File: src/inc/usb_reset_scope_regs.svh
// Register offsets, field positions, reset values and timing figures of the USB reset scope.
// Assumes byte addresses on a 32-bit APB bus, one aligned word per register.
`ifndef USB_RESET_SCOPE_REGS_SVH
`define USB_RESET_SCOPE_REGS_SVH
`define CORE_BASE_OFS 12'h300
`define CORE_LAST_OFS 12'h33C
`define PCC_OFS 12'h3D8
`define SYNTH_OFS 12'h3DC
`define MODE0_OFS 12'h3E0
`define MODE1_OFS 12'h3E4
`define IRQ2_IDX 4'h1
`define FIFO_DATA_IDX 4'hE
`define FIFO_STAT_IDX 4'hF
`define RST_EVT_BIT 5
`define CORE_EN_BIT 7
`define CORE_RST_VAL 32'h0000_0000
`define PCC_RST_VAL 32'h0000_0000
`define SYNTH_RST_VAL 32'h0000_0000
`define MODE0_RST_VAL 32'h0000_0000
`define MODE1_RST_VAL 32'h0000_0000
`define SE0_MIN_NS 2500
`define CLK_PERIOD_NS 50
`endif

File: src/inc/usb_reset_scope_pkg.sv
// Types shared by the USB reset scope and its surroundings.
// Assumes an APB master with 12-bit byte addresses and 32-bit data.
package usb_reset_scope_pkg;
   typedef struct packed {
      logic psel;
      logic penable;
      logic pwrite;
      logic [11:0] paddr;
      logic [31:0] pwdata;
   } apb_req_t;
   typedef struct packed {
      logic [31:0] prdata;
      logic pready;
      logic pslverr;
   } apb_rsp_t;
endpackage

File: src/verilog/usb_reset_scope_control.sv
// USB function core registers, FIFO pointers and clock registers with their reset scopes.
// Assumes one 20 MHz clock, an APB master on the same clock and D+/D- from pins.
`timescale 1ns/1ps
`default_nettype none
`include "usb_reset_scope_regs.svh"
module usb_reset_scope_control
   import usb_reset_scope_pkg::*;
#(
   parameter int FIFO_DEPTH = 8
) (
   input wire logic clk,
   input wire logic rst_n,
   input wire logic ce,
   input wire logic undef_opcode,
   input wire logic dp_pin,
   input wire logic dm_pin,
   input wire apb_req_t apb_req,
   output apb_rsp_t apb_rsp,
   output logic usb_func_irq,
   output logic usb_bus_reset
);
   localparam int PW = $clog2(FIFO_DEPTH);
   localparam int SE0_CYC = (`SE0_MIN_NS + `CLK_PERIOD_NS - 1) / `CLK_PERIOD_NS;
   localparam logic [6:0] SE0_LAST = 7'(SE0_CYC - 1);

   // Refuses depths that the pointer arithmetic and the status count field cannot serve.
   if (FIFO_DEPTH < 2 || FIFO_DEPTH > 64 || (1 << PW) != FIFO_DEPTH) begin : g_depth_check
      $error("FIFO_DEPTH must be a power of two from 2 to 64.");
   end

   logic [31:0] core_reg [16];
   logic [31:0] core_next [16];
   logic [31:0] pcc_reg, pcc_next, synth_reg, synth_next;
   logic [31:0] mode0_reg, mode0_next, mode1_reg, mode1_next;
   logic [PW:0] wr_ptr_reg, wr_ptr_next, rd_ptr_reg, rd_ptr_next;
   logic [31:0] fifo_mem [FIFO_DEPTH];
   logic [6:0] se0_cnt_reg, se0_cnt_next;
   logic dp_meta_reg, dp_sync_reg, dm_meta_reg, dm_sync_reg;
   apb_rsp_t rsp_reg, rsp_next;
   logic irq_reg, irq_next, bus_rst_reg, bus_rst_next;
   logic hw_rst, se0, bus_det, access, done, is_core, mapped, push, pop, full, empty;
   logic [3:0] idx;
   logic [PW:0] count;
   logic [31:0] rdata;

   assign hw_rst = !rst_n || (ce && undef_opcode);
   assign se0 = !dp_sync_reg && !dm_sync_reg;
   assign bus_det = ce && se0 && pcc_reg[`CORE_EN_BIT] && se0_cnt_reg == SE0_LAST;
   assign access = apb_req.psel && apb_req.penable;
   assign done = ce && access && rsp_reg.pready;
   assign is_core = apb_req.paddr >= `CORE_BASE_OFS && apb_req.paddr <= `CORE_LAST_OFS;
   assign mapped = apb_req.paddr[1:0] == 2'h0 && (is_core || apb_req.paddr == `PCC_OFS
      || apb_req.paddr == `SYNTH_OFS || apb_req.paddr == `MODE0_OFS
      || apb_req.paddr == `MODE1_OFS);
   assign idx = apb_req.paddr[5:2];
   assign count = wr_ptr_reg - rd_ptr_reg;
   assign full = count == (PW + 1)'(FIFO_DEPTH);
   assign empty = count == '0;
   assign push = done && apb_req.pwrite && is_core && idx == `FIFO_DATA_IDX && !full;
   assign pop = done && !apb_req.pwrite && is_core && idx == `FIFO_DATA_IDX && !empty;

   always_comb begin
      rdata = 32'h0000_0000;
      if (is_core) begin
         if (idx == `FIFO_DATA_IDX) begin
            rdata = fifo_mem[rd_ptr_reg[PW-1:0]];
         end else if (idx == `FIFO_STAT_IDX) begin
            rdata = {16'h0000, 8'(count), 6'h00, full, empty};
         end else begin
            rdata = core_reg[idx];
         end
      end else if (apb_req.paddr == `PCC_OFS) begin
         rdata = pcc_reg;
      end else if (apb_req.paddr == `SYNTH_OFS) begin
         rdata = synth_reg;
      end else if (apb_req.paddr == `MODE0_OFS) begin
         rdata = mode0_reg;
      end else if (apb_req.paddr == `MODE1_OFS) begin
         rdata = mode1_reg;
      end
   end

   always_comb begin
      core_next = core_reg;
      pcc_next = pcc_reg;
      synth_next = synth_reg;
      mode0_next = mode0_reg;
      mode1_next = mode1_reg;
      wr_ptr_next = wr_ptr_reg;
      rd_ptr_next = rd_ptr_reg;
      se0_cnt_next = se0_cnt_reg;
      rsp_next = rsp_reg;
      irq_next = irq_reg;
      bus_rst_next = bus_rst_reg;
      if (ce) begin
         irq_next = 1'b0;
         bus_rst_next = 1'b0;
         rsp_next.pready = access && !rsp_reg.pready;
         if (access && !rsp_reg.pready) begin
            rsp_next.prdata = apb_req.pwrite ? 32'h0000_0000 : (mapped ? rdata : 32'h0000_0000);
            rsp_next.pslverr = !mapped;
         end
         if (done && apb_req.pwrite && mapped) begin
            if (is_core && idx == `IRQ2_IDX) begin
               core_next[idx] = core_reg[idx] & ~apb_req.pwdata;
            end else if (is_core && idx != `FIFO_DATA_IDX && idx != `FIFO_STAT_IDX) begin
               core_next[idx] = apb_req.pwdata;
            end else if (apb_req.paddr == `PCC_OFS) begin
               pcc_next = apb_req.pwdata;
            end else if (apb_req.paddr == `SYNTH_OFS) begin
               synth_next = apb_req.pwdata;
            end else if (apb_req.paddr == `MODE0_OFS) begin
               mode0_next = apb_req.pwdata;
            end else if (apb_req.paddr == `MODE1_OFS) begin
               mode1_next = apb_req.pwdata;
            end
         end
         if (push) begin
            wr_ptr_next = wr_ptr_reg + 1'b1;
         end
         if (pop) begin
            rd_ptr_next = rd_ptr_reg + 1'b1;
         end
         if (!se0) begin
            se0_cnt_next = 7'h00;
         end else if (se0_cnt_reg != SE0_LAST + 7'h01) begin
            se0_cnt_next = se0_cnt_reg + 7'h01;
         end
         if (bus_det) begin
            for (int i = 0; i < 16; i++) begin
               core_next[i] = `CORE_RST_VAL;
            end
            core_next[`IRQ2_IDX][`RST_EVT_BIT] = 1'b1;
            wr_ptr_next = '0;
            rd_ptr_next = '0;
            irq_next = 1'b1;
            bus_rst_next = 1'b1;
         end
      end
      if (hw_rst) begin
         for (int i = 0; i < 16; i++) begin
            core_next[i] = `CORE_RST_VAL;
         end
         pcc_next = `PCC_RST_VAL;
         synth_next = `SYNTH_RST_VAL;
         mode0_next = `MODE0_RST_VAL;
         mode1_next = `MODE1_RST_VAL;
         wr_ptr_next = '0;
         rd_ptr_next = '0;
         se0_cnt_next = 7'h00;
         rsp_next = '0;
         irq_next = 1'b0;
         bus_rst_next = 1'b0;
      end
   end

   always_ff @(posedge clk) begin
      if (!rst_n) begin
         dp_meta_reg <= 1'b1;
         dp_sync_reg <= 1'b1;
         dm_meta_reg <= 1'b1;
         dm_sync_reg <= 1'b1;
      end else if (ce) begin
         dp_meta_reg <= dp_pin;
         dp_sync_reg <= dp_meta_reg;
         dm_meta_reg <= dm_pin;
         dm_sync_reg <= dm_meta_reg;
      end
      core_reg <= core_next;
      pcc_reg <= pcc_next;
      synth_reg <= synth_next;
      mode0_reg <= mode0_next;
      mode1_reg <= mode1_next;
      wr_ptr_reg <= wr_ptr_next;
      rd_ptr_reg <= rd_ptr_next;
      se0_cnt_reg <= se0_cnt_next;
      rsp_reg <= rsp_next;
      irq_reg <= irq_next;
      bus_rst_reg <= bus_rst_next;
   end

   // Storage words have no reset of either kind; only pointers move.
   always_ff @(posedge clk) begin
      if (push && !hw_rst && !bus_det) begin
         fifo_mem[wr_ptr_reg[PW-1:0]] <= apb_req.pwdata;
      end
   end

   assign apb_rsp = rsp_reg;
   assign usb_func_irq = irq_reg;
   assign usb_bus_reset = bus_rst_reg;
endmodule
`default_nettype wire

File: config.mk
export PLATFORM = sky130hd
export DESIGN_NAME = usb_reset_scope_control
export DESIGN_NICKNAME = d
export VERILOG_FILES = /design/src/inc/usb_reset_scope_pkg.sv /design/src/verilog/usb_reset_scope_control.sv
export VERILOG_INCLUDE_DIRS = /design/src /design/src/inc
export SDC_FILE = /design/constraint.sdc
export NUM_CORES = 2
export LEC_CHECK = 0
export ABC_AREA = 1
export BUFFER_PORTS_ARGS = -buffer_cell sky130_fd_sc_hd__buf_4
export CAP_MARGIN = 10
export CORE_AREA = 2 2 385 387
export CTS_BUF_LIST = sky130_fd_sc_hd__clkbuf_16
export DETAILED_ROUTE_END_ITERATION = 10
export DIE_AREA = 0 0 387 389
export PLACE_DENSITY = 0.48
export SLEW_MARGIN = 15
export SYNTH_ARGS = -nofsm -noshare
export SYNTH_HDL_FRONTEND = slang
export SYNTH_SLANG_ARGS = --single-unit
File: constraint.sdc
create_clock -name clk -period 4.72 [get_ports clk]
set_input_delay 0.708 -clock clk [delete_from_list [all_inputs] [get_ports clk]]
set_output_delay 0.708 -clock clk [all_outputs]
set_load 0.1 [all_outputs]
==> run summary <==
Status: finished, final reports clean
Cell Area, Synth: 43570 um2
Synth Instances: 5989
Final wirelength: 171.1 mm
Share of post-route cells with drive strength above 1: 7.390%
Nets: 5933
Avg WL per Cell: 21.70 um
Yosys reg bits: 953
Cts repair resizes: 0
Switching Fraction: 24.47%
Least-Margin Pin Slew: 1.112 ns
Clk pwr share: 47.4%
Final Worst Setup Slack: 1.238 ns
Critical Path RT: 5.09 ns
Die H: 389 um
Layout fillers: 15735
Logic pwr share: 4.5%
Largest net degree at the start of global routing: 194
Overall die width: 387 um
Ys Warns: 0
Worst Hold Class: in -> reg
Total gr overflow: 0
Cell Rows: 141
Die footprint: 150500 um2
H-Tree Depth: 3
Hold-fix buffers, CTS: 0
CTS tree: built
Crit Path Category: in -> reg
Initial cell density of the core: 29.72%
I/O Pins: 89
Final min period: 3.482 ns
Max reg flops: 512
Reg-to-reg startpoint: wr_ptr_reg[0]
Multi-input gate area: 19240 um2
Tot Pwr: 17.44 mW
Psw: 4.268 mW
Remaining antenna violation count: 0
Slew Viols, Final: 0
Clock Sinks: 953
First-pass GRT wire length: 255.7 mm
CP Capture Type: register
Synth Area per Inst: 7.275 um2
P_leak: 17.91 nW
Worst hold start: dp_pin
Worst slew margin: 25.88%
Maximum VDD drop: 0.0002968 V
Most common cell after layout, fill and taps aside: nand2_1
Post-CTS Setup Repair Bufs: 0
Synth-to-layout area growth: 13.93%
CP startpoint: apb_req[43]
Worst setup SP type: primary input
Worst-Skew Late Latency: 0.74 ns
Final period utilization: 73.77%
Total global-route track usage: 21.99%
Worst Skew: 0.03730 ns
GR peak layer: met2
Int Pwr: 13.18 mW
Mapped Nets: 6051
Drt first pass iters: 5
Antenna Cells: 0
RSZ-0062 raised after global routing: false
Max_cap viols: 0
M2 GR Usage: 33.96%
Routability-driven placement congestion ratio: 0.8923
Clock slew at reported path FFs: 0.06 ns
Pwr dens: 351.4 nW/um2
Critical Path Fanout Max: 81
GR Util met1: 31.58%
Cell variety after synth: 33
Via count: 41110
Vias/cell: 5.214
FF+latch area: 21640 um2
Hold_ws: 0.2180 ns
Commonest cells after routing, fill and taps aside: nand2_1 (1807), dfxtp_1 (696), nor2_1 (651)
CTS root buffer: clkbuf_16
Final setup viols: 0
Iteration-0 DRC Markers: 4227
Setup WS pre-CTS: 0.5481 ns
Hpwl dp: 106.2 mm
Fmax: 287.2 MHz
Seq pwr share: 48.1%
Total CTS buffers: 109
Antenna violations before repair: 6
Core area: 146600 um2
Final TNS setup: 0 ns
Vias in the first global route: 38109
Seq/Total Area, Yosys: 49.67%
Port Buffers: 88
Grt met3 use: 3.573%
Final Hold Vio Count: 0
Critical Path AT: 3.85 ns
Clock Path Buffers: 3
DRC: 0
worst paths after layout:
kind | slack [ns] | end | cells past startpoint
hold / removal | 0.22 | dp_meta_reg | 3
setup / recovery | 1.24 | fifo_mem[2][18] | 12
hold reg to reg | 0.43 | core_reg[40] | 2
setup reg to reg | 1.50 | fifo_mem[2][18] | 12
per-layer routing:
metal | up-vias | wire length (um)
li1 | 19594 | -
met1 | 19767 | 79760
met2 | 1524 | 75210
met3 | 215 | 12320
met4 | 10 | 3742
met5 | - | 54
area by class of cell:
| cell class | instances | area share (%) |
|---|---|---|
| sequential | 953 | 43.61 |
| multi-input combinational | 4305 | 38.76 |
| clock buffer | 110 | 5.545 |
| tap | 1930 | 4.865 |
| timing repair buffer | 233 | 3.852 |
| inverter | 269 | 2.054 |
| clock inverter | 84 | 1.323 |
cell families (layout without fill, tap and decap cells):
| group | Yosys count | after routing | share of synthesized area (%) |
|---|---|---|---|
| mux | 10 | 10 | 0.2297 |
| flops | 953 | 953 | 49.67 |
| xor+xnor | 4 | 4 | 0.08042 |
| buf+inv | 731 | 696 | 6.513 |
| compound gates | 870 | 870 | 10.26 |
| simple gates | 3412 | 3412 | 32.97 |
| fa+ha+maj | 9 | 9 | 0.2757 |
critical path, stage by stage:
cell and delay [ns]:
buf_4 0.11, nor2_1 0.50, nand2_1 0.16, nor2_1 0.19, nand2_4 0.20, buf_12 0.25, nor2_1 0.30, nand3_1 0.26
nor2_1 0.21, nand2_1 0.18, nor3_2 0.27, buf_4 0.43
synth_stat cells, drive strengths merged:
cell type	n	share of area (%)
nand2	1811	16
nor3b	1	0.017
xor2	3	0.060
inv	245	2.1
nand3	445	5.1
nor3	215	2.5
nand4	260	3.7
buf	137	1.4
a21oi	530	6.1
mux2i	10	0.23
or2	1	0.014
ha	8	0.23
a211oi	3	0.052
edfxtp	256	18
nor4	1	0.014
xnor2	1	0.020
o21ai	293	3.4
clkinv	24	0.21
and3	4	0.057
nor2	674	5.9
dfxtp	697	32
o211ai	43	0.74
fa	1	0.046
clkbuf	325	2.8
a21o	1	0.017
power groups by stage:
stage               Sequential (mW)  Clock (mW)  Combinational, mW
floorplan                      8.57           0              0.374
global placement               8.57           0              0.774
detailed placement             8.57           0              0.774
CTS                            8.39        8.45              0.776
global route                   8.38        8.77              0.829
finish                         8.39        8.27              0.783
stage by stage:
step	cells	cell area [um2]	util, %
finish	7884	49640	33.86
global route	7884	49640	33.86
CTS	7884	49640	33.86
detailed placement	7690	46230	31.53
global placement	7690	46230	31.53
floorplan	5989	43570	-
No activity file was read; power rests on OpenSTA's default activity.
